<file path="config.mk">
export PLATFORM = sky130hd
export DESIGN_NAME = lfs_link_fault
export DESIGN_NICKNAME = d
export VERILOG_FILES = /design/src/pkg/lfs_pkg.sv /design/src/verilog/lfs_link_fault.sv
export SDC_FILE = /design/constraint.sdc
export NUM_CORES = 1
export LEC_CHECK = 0
export BUFFER_PORTS_ARGS = -buffer_cell sky130_fd_sc_hd__buf_4
export CELL_PAD_IN_SITES_DETAIL_PLACEMENT = 2
export CELL_PAD_IN_SITES_GLOBAL_PLACEMENT = 2
export CORE_MARGIN = 8
export CORE_UTILIZATION = 31
export DETAILED_ROUTE_END_ITERATION = 7
export GPL_ROUTABILITY_DRIVEN = 0
export PLACE_DENSITY = 0.89
export SLEW_MARGIN = 20
export SYNTH_ARGS = -nofsm -noshare
export SYNTH_HDL_FRONTEND = slang
export SYNTH_SLANG_ARGS = --single-unit
</file>
<file path="constraint.sdc">
create_clock -name sys_clk -period 4.6 [get_ports sys_clk]
set_input_delay 0.92 -clock sys_clk [delete_from_list [all_inputs] [get_ports sys_clk]]
set_output_delay 0.92 -clock sys_clk [all_outputs]
set_load 0.1 [all_outputs]
</file>
<file path="src/pkg/lfs_pkg.sv">
// Shared constants and types for the link fault signaling block.
package lfs_pkg;

    // ==========================================================
    // Column carrier on the four-lane interface.
    typedef struct packed {
        logic [3:0] ctl;
        logic [31:0] dat;
    } lfs_col_t;

    // ==========================================================
    // Fault state, Gray coded along OK -> Local -> Remote.
    typedef enum logic [1:0] {
        LFS_OK = 2'b00,
        LFS_LOCAL = 2'b01,
        LFS_REMOTE = 2'b11
    } lfs_state_t;

    // ==========================================================
    // Character codes and sequence types.
    localparam logic [7:0] LFS_SEQ_CHAR = 8'h9C;
    localparam logic [7:0] LFS_IDLE_CHAR = 8'h07;
    localparam logic [7:0] LFS_ZERO_BYTE = 8'h00;
    localparam logic [7:0] LFS_TYPE_LOCAL = 8'h01;
    localparam logic [7:0] LFS_TYPE_REMOTE = 8'h02;
    localparam logic [3:0] LFS_CTL_SEQ = 4'h1;
    localparam logic [3:0] LFS_CTL_IDLE = 4'hF;

    // ==========================================================
    // Lane field positions.
    localparam int LFS_LANE0_LSB = 0;
    localparam int LFS_LANE1_LSB = 8;
    localparam int LFS_LANE2_LSB = 16;
    localparam int LFS_LANE3_LSB = 24;

    // ==========================================================
    // Column counts.
    localparam logic [6:0] LFS_COL_LAST = 7'h7F;
    localparam logic [2:0] LFS_SEQ_NEEDED = 3'h4;

    // ==========================================================
    // Register map and reset values.
    localparam logic [7:0] LFS_CTRL_OFS = 8'h00;
    localparam logic [7:0] LFS_STATUS_OFS = 8'h04;
    localparam logic [7:0] LFS_FCOUNT_OFS = 8'h08;
    localparam int LFS_CTRL_REACT_BIT = 0;
    localparam logic [31:0] LFS_CTRL_RESET = 32'h0000_0001;
    localparam logic [15:0] LFS_FCOUNT_RESET = 16'h0000;

endpackage

</file>
<file path="src/verilog/lfs_link_fault.sv">
// Link fault signaling for a four-lane 10 Gb/s reconciliation sublayer.
//
// Operation
// - Sequence with 00, 00, 02 in lanes 1 to 3 is remote fault.
// - Lane 3 values 00 or 03 and above are reserved, never faults.
// - Fault column is a Sequence set with local or remote type in lanes 1-3.
// - Fault-free column counter advances on each receive clock edge unless cleared.
// - Count consecutive fault sets of the same type against the stored type.
// - Keep the type of the most recent fault set for comparison.
// - State takes fault type after four same-type faults without 128-column gap.
// - State returns to OK after 128 columns free of fault sets.
// - In OK state send MAC frames, and Idle between frames.
// - In local fault state send remote fault Sequence sets continuously.
// - In remote fault state send only Idle, suppressing MAC frames.
// - Report fault state to MAC as link health; OK again when faults stop.
// - Reset holds and initialises all fault logic.
// - Sequence is 9C with control bit set, valid only in lane 0.
// - Idle is 07 with control bit set and fills the gap.
// - Receive control and data are sampled on both receive clock edges.
// - Lane n occupies data bits 8n+7 down to 8n.
//
// The register addresses and the Wishbone interface to the registers were decided locally.
`timescale 1ns/10ps
`default_nettype none

module lfs_link_fault (
    input wire logic sys_clk,                      // System clock, 25 MHz.
    input wire logic rst_b,                        // Synchronous reset, active low.
    input wire logic rx_clk,                       // Receive clock from the PHY.
    input wire lfs_pkg::lfs_col_t rx_col,          // Receive control and data lanes.
    input wire lfs_pkg::lfs_col_t mac_tx_col,      // Column offered by the MAC.
    input wire logic mac_tx_valid,                 // MAC column is valid.
    output logic mac_tx_ready,                     // Transmit path accepts MAC columns.
    output lfs_pkg::lfs_col_t xgmii_tx,            // Transmit control and data lanes.
    output logic link_health_primitive,            // High while the fault state is OK.
    output lfs_pkg::lfs_state_t link_fault,        // Current fault state.
    input wire logic wb_cyc_i,                     // Wishbone cycle.
    input wire logic wb_stb_i,                     // Wishbone strobe.
    input wire logic wb_we_i,                      // Wishbone write enable.
    input wire logic [7:0] wb_adr_i,               // Wishbone byte address.
    input wire logic [3:0] wb_sel_i,               // Wishbone byte selects.
    input wire logic [31:0] wb_dat_i,              // Wishbone write data.
    output logic [31:0] wb_dat_o,                  // Wishbone read data.
    output logic wb_ack_o                          // Wishbone acknowledge.
);
    import lfs_pkg::*;

    // ==========================================================
    // Receive clock and lane synchronisers.
    logic rxclk_s1_reg;
    logic rxclk_s2_reg;
    logic rxclk_s3_reg;
    lfs_col_t rxcol_s1_reg;
    lfs_col_t rxcol_s2_reg;

    always_ff @(posedge sys_clk) begin
        rxclk_s1_reg <= rx_clk;
        rxclk_s2_reg <= rxclk_s1_reg;
        rxclk_s3_reg <= rxclk_s2_reg;
        rxcol_s1_reg <= rx_col;
        rxcol_s2_reg <= rxcol_s1_reg;
    end

    // Either edge of the receive clock presents a new column.
    wire col_evt = rxclk_s2_reg ^ rxclk_s3_reg;

    // ==========================================================
    // Column classification.
    wire [7:0] lane0 = rxcol_s2_reg.dat[LFS_LANE0_LSB +: 8];
    wire [7:0] lane1 = rxcol_s2_reg.dat[LFS_LANE1_LSB +: 8];
    wire [7:0] lane2 = rxcol_s2_reg.dat[LFS_LANE2_LSB +: 8];
    wire [7:0] lane3 = rxcol_s2_reg.dat[LFS_LANE3_LSB +: 8];
    wire seq_col = (rxcol_s2_reg.ctl == LFS_CTL_SEQ) && (lane0 == LFS_SEQ_CHAR);
    wire zero_12 = (lane1 == LFS_ZERO_BYTE) && (lane2 == LFS_ZERO_BYTE);
    wire type_local = (lane3 == LFS_TYPE_LOCAL);
    wire type_remote = (lane3 == LFS_TYPE_REMOTE);
    // Reserved lane 3 values fall out here and count as fault-free columns.
    wire fault_col = seq_col && zero_12 && (type_local || type_remote);
    wire seq_is_remote = type_remote;

    // ==========================================================
    // Fault state machine.
    logic [6:0] col_cnt_reg;
    logic [2:0] seq_cnt_reg;
    logic last_remote_reg;
    lfs_state_t link_fault_reg;
    logic [15:0] fcount_reg;
    logic [31:0] ctrl_reg;

    wire same_type = (seq_cnt_reg != 3'h0) && (seq_is_remote == last_remote_reg);
    wire [2:0] seq_cnt_inc = (seq_cnt_reg == LFS_SEQ_NEEDED) ? seq_cnt_reg : seq_cnt_reg + 3'h1;
    wire [2:0] seq_cnt_hit = same_type ? seq_cnt_inc : 3'h1;
    wire gap_done = (col_cnt_reg == LFS_COL_LAST);
    wire lfs_state_t rx_type = seq_is_remote ? LFS_REMOTE : LFS_LOCAL;

    logic [6:0] col_cnt_next;
    logic [2:0] seq_cnt_next;
    logic last_remote_next;
    lfs_state_t link_fault_next;

    always_comb begin
        col_cnt_next = col_cnt_reg;
        seq_cnt_next = seq_cnt_reg;
        last_remote_next = last_remote_reg;
        link_fault_next = link_fault_reg;
        if (col_evt && fault_col) begin
            col_cnt_next = 7'h00;
            seq_cnt_next = seq_cnt_hit;
            last_remote_next = seq_is_remote;
            if (seq_cnt_hit == LFS_SEQ_NEEDED) begin
                link_fault_next = rx_type;
            end
        end else if (col_evt) begin
            col_cnt_next = col_cnt_reg + 7'h01;
            if (gap_done) begin
                // A full gap breaks any run and clears the fault.
                seq_cnt_next = 3'h0;
                link_fault_next = LFS_OK;
            end
        end
    end

    always_ff @(posedge sys_clk) begin
        if (!rst_b) begin
            col_cnt_reg <= 7'h00;
            seq_cnt_reg <= 3'h0;
            last_remote_reg <= 1'b0;
            link_fault_reg <= LFS_OK;
        end else begin
            col_cnt_reg <= col_cnt_next;
            seq_cnt_reg <= seq_cnt_next;
            last_remote_reg <= last_remote_next;
            link_fault_reg <= link_fault_next;
        end
    end

    assign link_fault = link_fault_reg;
    assign link_health_primitive = (link_fault_reg == LFS_OK);

    // ==========================================================
    // Transmit column selection.
    wire react_en = ctrl_reg[LFS_CTRL_REACT_BIT];
    wire pass_mac = !react_en || (link_fault_reg == LFS_OK);
    wire lfs_col_t idle_col = '{ctl: LFS_CTL_IDLE, dat: {4{LFS_IDLE_CHAR}}};
    wire lfs_col_t rf_col = '{ctl: LFS_CTL_SEQ,
                              dat: {LFS_TYPE_REMOTE, LFS_ZERO_BYTE, LFS_ZERO_BYTE, LFS_SEQ_CHAR}};
    wire lfs_col_t tx_next = pass_mac ? (mac_tx_valid ? mac_tx_col : idle_col)
                           : (link_fault_reg == LFS_LOCAL) ? rf_col
                           : idle_col;
    lfs_col_t tx_reg;

    always_ff @(posedge sys_clk) begin
        if (!rst_b) begin
            tx_reg <= '{ctl: LFS_CTL_IDLE, dat: {4{LFS_IDLE_CHAR}}};
        end else begin
            tx_reg <= tx_next;
        end
    end

    assign xgmii_tx = tx_reg;
    assign mac_tx_ready = pass_mac;

    // ==========================================================
    // Wishbone slave.
    wire wb_req = wb_cyc_i && wb_stb_i && !wb_ack_o;
    wire wr_ctrl = wb_req && wb_we_i && wb_sel_i[0] && (wb_adr_i == LFS_CTRL_OFS);
    wire wr_fcnt = wb_req && wb_we_i && wb_sel_i[0] && (wb_adr_i == LFS_FCOUNT_OFS);
    wire [31:0] status_word = {26'h000_0000, seq_cnt_reg, link_health_primitive, link_fault_reg};
    wire [31:0] rd_word = (wb_adr_i == LFS_CTRL_OFS) ? ctrl_reg
                        : (wb_adr_i == LFS_STATUS_OFS) ? status_word
                        : (wb_adr_i == LFS_FCOUNT_OFS) ? {16'h0000, fcount_reg}
                        : 32'h0000_0000;
    wire fault_hit = col_evt && fault_col;
    logic ack_reg;
    logic [31:0] rdat_reg;

    always_ff @(posedge sys_clk) begin
        if (!rst_b) begin
            ack_reg <= 1'b0;
            rdat_reg <= 32'h0000_0000;
            ctrl_reg <= LFS_CTRL_RESET;
        end else begin
            ack_reg <= wb_req;
            rdat_reg <= wb_req ? rd_word : 32'h0000_0000;
            if (wr_ctrl) begin
                ctrl_reg <= {31'h0000_0000, wb_dat_i[LFS_CTRL_REACT_BIT]};
            end
        end
    end

    // Fault column tally; a new fault in the clearing cycle still counts.
    always_ff @(posedge sys_clk) begin
        if (!rst_b) begin
            fcount_reg <= LFS_FCOUNT_RESET;
        end else if (fault_hit) begin
            fcount_reg <= (wr_fcnt ? 16'h0000 : fcount_reg) + 16'h0001;
        end else if (wr_fcnt) begin
            fcount_reg <= LFS_FCOUNT_RESET;
        end
    end

    assign wb_ack_o = ack_reg;
    assign wb_dat_o = rdat_reg;

    // ==========================================================
    // Assertions.
    edge_sample_a: assert property (@(posedge sys_clk) disable iff (!rst_b)
        col_evt |-> $past(rxclk_s2_reg) != rxclk_s2_reg)
        else $error("Column taken without a receive clock edge.");

    col_clear_a: assert property (@(posedge sys_clk) disable iff (!rst_b)
        (col_evt && fault_col) |=> col_cnt_reg == 7'h00)
        else $error("Fault column did not clear the column counter.");

    col_count_a: assert property (@(posedge sys_clk) disable iff (!rst_b)
        (col_evt && !fault_col) |=> col_cnt_reg == $past(col_cnt_reg) + 7'h01)
        else $error("Fault-free column not counted.");

    reserved_ignore_a: assert property (@(posedge sys_clk) disable iff (!rst_b)
        (col_evt && seq_col && !type_local && !type_remote && !gap_done)
        |=> $stable(seq_cnt_reg) && $stable(link_fault_reg))
        else $error("Reserved sequence set changed the fault logic.");

    last_type_a: assert property (@(posedge sys_clk) disable iff (!rst_b)
        (col_evt && fault_col) |=> last_remote_reg == $past(type_remote))
        else $error("Stored fault type not updated.");

    fourth_fault_a: assert property (@(posedge sys_clk) disable iff (!rst_b)
        (col_evt && fault_col && same_type && seq_cnt_reg == 3'h3)
        |=> link_fault_reg == $past(rx_type))
        else $error("Fourth same-type fault did not set the state.");

    gap_ok_a: assert property (@(posedge sys_clk) disable iff (!rst_b)
        (col_evt && !fault_col && gap_done) |=> link_fault_reg == LFS_OK && seq_cnt_reg == 3'h0)
        else $error("State not OK after a fault-free gap.");

    state_on_col_a: assert property (@(posedge sys_clk) disable iff (!rst_b)
        $changed(link_fault_reg) |-> $past(col_evt) && link_health_primitive == (link_fault_reg == LFS_OK))
        else $error("Fault state moved without a column.");

    mac_pass_a: assert property (@(posedge sys_clk) disable iff (!rst_b)
        (link_fault_reg == LFS_OK && mac_tx_valid) |=> xgmii_tx == $past(mac_tx_col))
        else $error("MAC column not sent in OK state.");

    local_rf_a: assert property (@(posedge sys_clk) disable iff (!rst_b)
        (link_fault_reg == LFS_LOCAL && react_en) |=> xgmii_tx.ctl == 4'h1 && xgmii_tx.dat == 32'h0200_009C)
        else $error("Local fault state not sending remote fault.");

    remote_idle_a: assert property (@(posedge sys_clk) disable iff (!rst_b)
        (link_fault_reg == LFS_REMOTE && react_en) |=> xgmii_tx.ctl == 4'hF && xgmii_tx.dat == 32'h0707_0707)
        else $error("Remote fault state not sending idle.");

    reset_init_a: assert property (@(posedge sys_clk)
        !rst_b |=> link_fault_reg == LFS_OK && seq_cnt_reg == 3'h0 && col_cnt_reg == 7'h00)
        else $error("Reset did not initialise the fault logic.");

    ack_pulse_a: assert property (@(posedge sys_clk) disable iff (!rst_b)
        wb_ack_o |=> !wb_ack_o)
        else $error("Bus acknowledge held longer than one cycle.");

    ack_resp_a: assert property (@(posedge sys_clk) disable iff (!rst_b)
        (wb_cyc_i && wb_stb_i && !wb_ack_o) |=> wb_ack_o)
        else $error("Bus request not acknowledged in the next cycle.");

    rdat_zero_a: assert property (@(posedge sys_clk) disable iff (!rst_b)
        !wb_ack_o |-> wb_dat_o == 32'h0000_0000)
        else $error("Read data not zero outside an acknowledge.");

    ctrl_write_a: assert property (@(posedge sys_clk) disable iff (!rst_b)
        wr_ctrl |=> ctrl_reg[0] == $past(wb_dat_i[LFS_CTRL_REACT_BIT]) && ctrl_reg[31:1] == 31'h0000_0000)
        else $error("Control write not applied.");

    fcnt_clear_a: assert property (@(posedge sys_clk) disable iff (!rst_b)
        (wr_fcnt && !fault_hit) |=> fcount_reg == 16'h0000)
        else $error("Fault tally not cleared by a write.");

    fcnt_inc_a: assert property (@(posedge sys_clk) disable iff (!rst_b)
        (fault_hit && !wr_fcnt) |=> fcount_reg == $past(fcount_reg) + 16'h0001)
        else $error("Fault column not tallied.");

    fcnt_race_a: assert property (@(posedge sys_clk) disable iff (!rst_b)
        (fault_hit && wr_fcnt) |=> fcount_reg == 16'h0001)
        else $error("Fault column lost while the tally was cleared.");

    fcnt_hold_a: assert property (@(posedge sys_clk) disable iff (!rst_b)
        (!fault_hit && !wr_fcnt) |=> $stable(fcount_reg))
        else $error("Fault tally moved without a cause.");

    ok_idle_a: assert property (@(posedge sys_clk) disable iff (!rst_b)
        (pass_mac && !mac_tx_valid) |=> xgmii_tx.ctl == LFS_CTL_IDLE && xgmii_tx.dat == {4{LFS_IDLE_CHAR}})
        else $error("Idle not sent between MAC columns.");

    remote_block_a: assert property (@(posedge sys_clk) disable iff (!rst_b)
        (link_fault_reg == LFS_REMOTE && react_en) |-> !mac_tx_ready)
        else $error("MAC columns accepted in remote fault state.");

    local_block_a: assert property (@(posedge sys_clk) disable iff (!rst_b)
        (link_fault_reg == LFS_LOCAL && react_en) |-> !mac_tx_ready)
        else $error("MAC columns accepted in local fault state.");

    seq_sat_a: assert property (@(posedge sys_clk) disable iff (!rst_b)
        seq_cnt_reg <= LFS_SEQ_NEEDED)
        else $error("Fault run tally beyond its limit.");

    nonfault_hold_a: assert property (@(posedge sys_clk) disable iff (!rst_b)
        (col_evt && !fault_col && !gap_done)
        |=> $stable(seq_cnt_reg) && $stable(link_fault_reg) && $stable(last_remote_reg))
        else $error("Fault-free column disturbed the fault run.");

    no_evt_a: assert property (@(posedge sys_clk) disable iff (!rst_b)
        !col_evt |=> $stable(col_cnt_reg) && $stable(seq_cnt_reg) && $stable(link_fault_reg))
        else $error("Fault logic moved without a column.");

    type_change_a: assert property (@(posedge sys_clk) disable iff (!rst_b)
        (col_evt && fault_col && !same_type) |=> seq_cnt_reg == 3'h1)
        else $error("New fault type did not restart the run.");

    wrong_ctl_a: assert property (@(posedge sys_clk) disable iff (!rst_b)
        (col_evt && rxcol_s2_reg.ctl != LFS_CTL_SEQ) |-> !fault_col)
        else $error("Column with a wrong control pattern taken as a fault.");

    set_four_a: assert property (@(posedge sys_clk) disable iff (!rst_b)
        ($changed(link_fault_reg) && link_fault_reg != LFS_OK) |-> seq_cnt_reg == LFS_SEQ_NEEDED)
        else $error("Fault state set before four same-type faults.");

    ok_gap_a: assert property (@(posedge sys_clk) disable iff (!rst_b)
        ($changed(link_fault_reg) && link_fault_reg == LFS_OK) |-> $past(gap_done))
        else $error("Fault state cleared without a full gap.");

    evt_spacing_a: assert property (@(posedge sys_clk) disable iff (!rst_b)
        col_evt |=> !col_evt)
        else $error("Column events on adjacent cycles.");

    rdat_read_a: assert property (@(posedge sys_clk) disable iff (!rst_b)
        (wb_req && !wb_we_i && wb_adr_i == LFS_STATUS_OFS) |=> wb_dat_o[2] == $past(link_health_primitive))
        else $error("Status read does not show link health.");

    tx_reset_a: assert property (@(posedge sys_clk)
        !rst_b |=> xgmii_tx.ctl == LFS_CTL_IDLE && xgmii_tx.dat == {4{LFS_IDLE_CHAR}})
        else $error("Transmit lanes not idle after reset.");

endmodule

`default_nettype wire

</file>
==> run_results.csv <==
group,metric,value,unit
outcome,outcome,"finished clean",
critical_path,startpoint_type,"input pin",
synthesis,yosysWarnings,0,
cts,numClockSinks,158,
global_route,grt_max_degree,25,
sta,hold_viol,0,
power,ir_drop,0.2281,mV
floorplan,placement_rows,46,
sta,fin_crit_sh,0.6647,
power,power.leakage,2.800,nW
cells_and_area,antennaDiodeCount,0,
cts,cts_setup_buffers,0,
sta,rsz0062_at_grt,"false",
drt,drt_first_iter_violations,113,
place,portBuffers,145,
global_route,grt_antenna_before_repair,0,
synthesis,synth_cells,448,
cells_and_area,drive_gt1_frac,0.3005,
sta,setup_tns,0,ns
critical_path,path_class,"in2reg",
synthesis,synth_seq_cells,158,
synthesis,ys.flop_type,"dfxtp_1",
hold_path,worst_hold_path_type,"reg2reg",
global_route,grt_pass1_vias,4495,
sta,slew-limit-headroom,0.2837,
drt,via_per_inst,4.634,
critical_path,r2r-start,"wb_ack_o",
synthesis,synth.distinct_cells,44,
sta,worst_pin_slew,1.065,ns
run,cap_violations,0,
synthesis,async_reset_ff_frac,0,
cts,h-tree-depth,4,
critical_path,cp_max_fo,11,
power,p_total,3.173,mW
drt,drc,0,
drt,wirelength,16.04,mm
floorplan,die_w,142.3,µm
critical_path,end_kind,"flip-flop",
hold_path,hold_depth,0,
sta,max_freq,0.3271,GHz
floorplan,initial_core_util,0.3145,
drt,postRouteAntennaNets,0,
global_route,grt_pass1_wl,24.81,mm
cts,holdBufCountCts,0,
sta,fin_worst_skew,0.008796,ns
hold_path,min_to,"rxclk_s2_reg",
cts,cts_root_buffer,"clkbuf_16",
synthesis,synth_edf_count,0,
critical_path,worstPathArrival,3.41,ns
power,p_per_area,467.7,nW/µm²
synthesis,synth_area,4941,µm²
floorplan,die_area,20240,µm²
cts,numCtsBuffers,17,
drt,dr.pass1.iters,4,
critical_path,slowest_delay,0.61,ns
cts,insertion_delay,0.43,ns
floorplan,ios,196,
place,dp_hpwl,11.51,mm
sta,setup_violations,0,
critical_path,reg2reg_depth,8,
cells_and_area,fillCellCount,1647,
critical_path,crit_start,"wb_adr_i[1]",
drt,avgRoutedWirePerCell,19.44,µm
sta,maxSlewViolCount,0,
synthesis,synth-seq-area-share,0.6402,
critical_path,required,4.95,ns
sta,min_period,3.057,ns
cts,cts.clk_slew.worst_paths,0.06,ns
cts,post_cts_resize_count,0,
global_route,grt_usage,0.1613,
critical_path,path_cells,"buf_4 -> or4_1 -> or4_1 -> and2_1 -> ha_1 -> nand3_1 -> or3_1 -> o21ai_0 -> a21oi_1",
critical_path,r2r_slack,2.03,ns
floorplan,die_y,142.3,µm
hold_path,hold_path.startpoint,"rxclk_s1_reg",
cells_and_area,nets,723,
cells_and_area,area_delta_synth_final,37.33,%
global_route,overflow,0,
drt,via_count,3823,
cts,cts_tree,"yes",
critical_path,cp_common_cell,"or4_1",
critical_path,slowest_stage,"or4_1",
synthesis,avgSynthCellArea,11.03,µm²
cts,clockBufferDepth,2,
floorplan,core_area,15710,µm²
critical_path,r2r-end,"fcount_reg[10]",
## synthesized netlist by cell type (5+ instances only)
library cell    n  area share
a21oi_1        21       0.021
a22oi_1         5      0.0076
and2_1         30       0.038
buf_4          16       0.024
clkbuf_1       12      0.0091
dfxtp_1       158        0.64
nand2_1        22       0.017
nand2b_1        5      0.0063
nand3_1        11       0.011
nand4_1        11       0.014
nor2_1         21       0.016
nor2b_1        16       0.020
nor4_1          8       0.010
o21ai_0        19       0.019
o31ai_1        11       0.017
or3_1           7      0.0089
or4_1          13       0.020
xnor2_1         8       0.014
## worst max-delay path by stage
stage,end,slack (ns),cells after the start
floorplan,mac_tx_ready,0.70,1
finish,fcount_reg[10],1.54,9
CTS,fcount_reg[10],1.54,9
global route,fcount_reg[10],1.39,9
detailed placement,fcount_reg[10],1.13,9
global placement,fcount_reg[10],1.20,9
## through the flow
stage / instance area (µm²) / util / std cells / hold slack (ns) / worst slack, ns
after global placement: 6177 / 0.3931 / 793 / 0.3125 / 1.199
after floorplan: 4997 / - / 463 / 0.3096 / 0.6977
final: 6785 / 0.4318 / 825 / 0.3272 / 1.543
after global routing: 6785 / 0.4318 / 825 / 0.3379 / 1.391
after CTS: 6785 / 0.4318 / 825 / 0.3296 / 1.538
after detailed placement: 6177 / 0.3931 / 793 / 0.3147 / 1.126
## layout by cell type (no fill, tap or decap), types with 5 or more instances in the layout
| master | instances |
|---|---|
| xnor2_1 | 8 |
| inv_6 | 5 |
| nand3_1 | 11 |
| nor4_1 | 8 |
| o21ai_0 | 19 |
| o31ai_1 | 11 |
| dfxtp_1 | 158 |
| clkbuf_16 | 17 |
| and2_1 | 30 |
| nor2b_1 | 16 |
| a22oi_1 | 5 |
| a21oi_1 | 21 |
| nand2b_1 | 5 |
| conb_1 | 16 |
| nand4_1 | 11 |
| buf_4 | 145 |
| or4_1 | 13 |
| or3_1 | 7 |
| nand2_1 | 22 |
| nor2_1 | 21 |
## where the power goes
part | internal (mW) | switching (mW) | leakage (nW)
Clock | 0.835 | 0.608 | 0.302
Combinational | 0.0819 | 0.204 | 1.19
Sequential | 1.42 | 0.0252 | 1.31
## cells by family after synthesis
| group | share of synthesized area |
|---|---|
| flip-flops | 0.6402 |
| buffers and inverters | 0.04001 |
| AO/OA/AOI/OAI | 0.08053 |
| XOR/XNOR | 0.02127 |
| other | 0.0007590 |
| adder cells (fa/ha/maj) | 0.01013 |
| multiplexers | 0.006331 |
| AND/OR/NAND/NOR | 0.2008 |
## worst max-delay path, delay by kind of cell
kind	cells	cell delay, ns
adder cells (fa/ha/maj)	1	0.24
AND/OR/NAND/NOR	5	1.91
buffers and inverters	1	0.10
AO/OA/AOI/OAI	2	0.22
## area by class of cell
| class | instances | area (µm²) | share of cell area |
|---|---|---|---|
| Timing Repair Buffer | 145 | 1089 | 0.1604 |
| Clock buffer | 18 | 439.2 | 0.06472 |
| Sequential cell | 158 | 3163 | 0.4662 |
| Clock inverter | 14 | 168.9 | 0.02489 |
| Tap cell | 216 | 270.3 | 0.03983 |
| Multi-Input combinational cell | 269 | 1637 | 0.2412 |
| Inverter | 5 | 18.77 | 0.002766 |
## metal layers
metal,routed length [µm],GRT usage,share of wire,up-vias
li1,-,-,-,1822
met1,5875,0.1575,0.37,1885
met2,9197,0.3159,0.57,96
met3,714,0.04160,0.045,20
met4,255,0.06105,0.016,0
met5,0,0,0,-
Note: power is estimated with default switching activity, not from simulation.
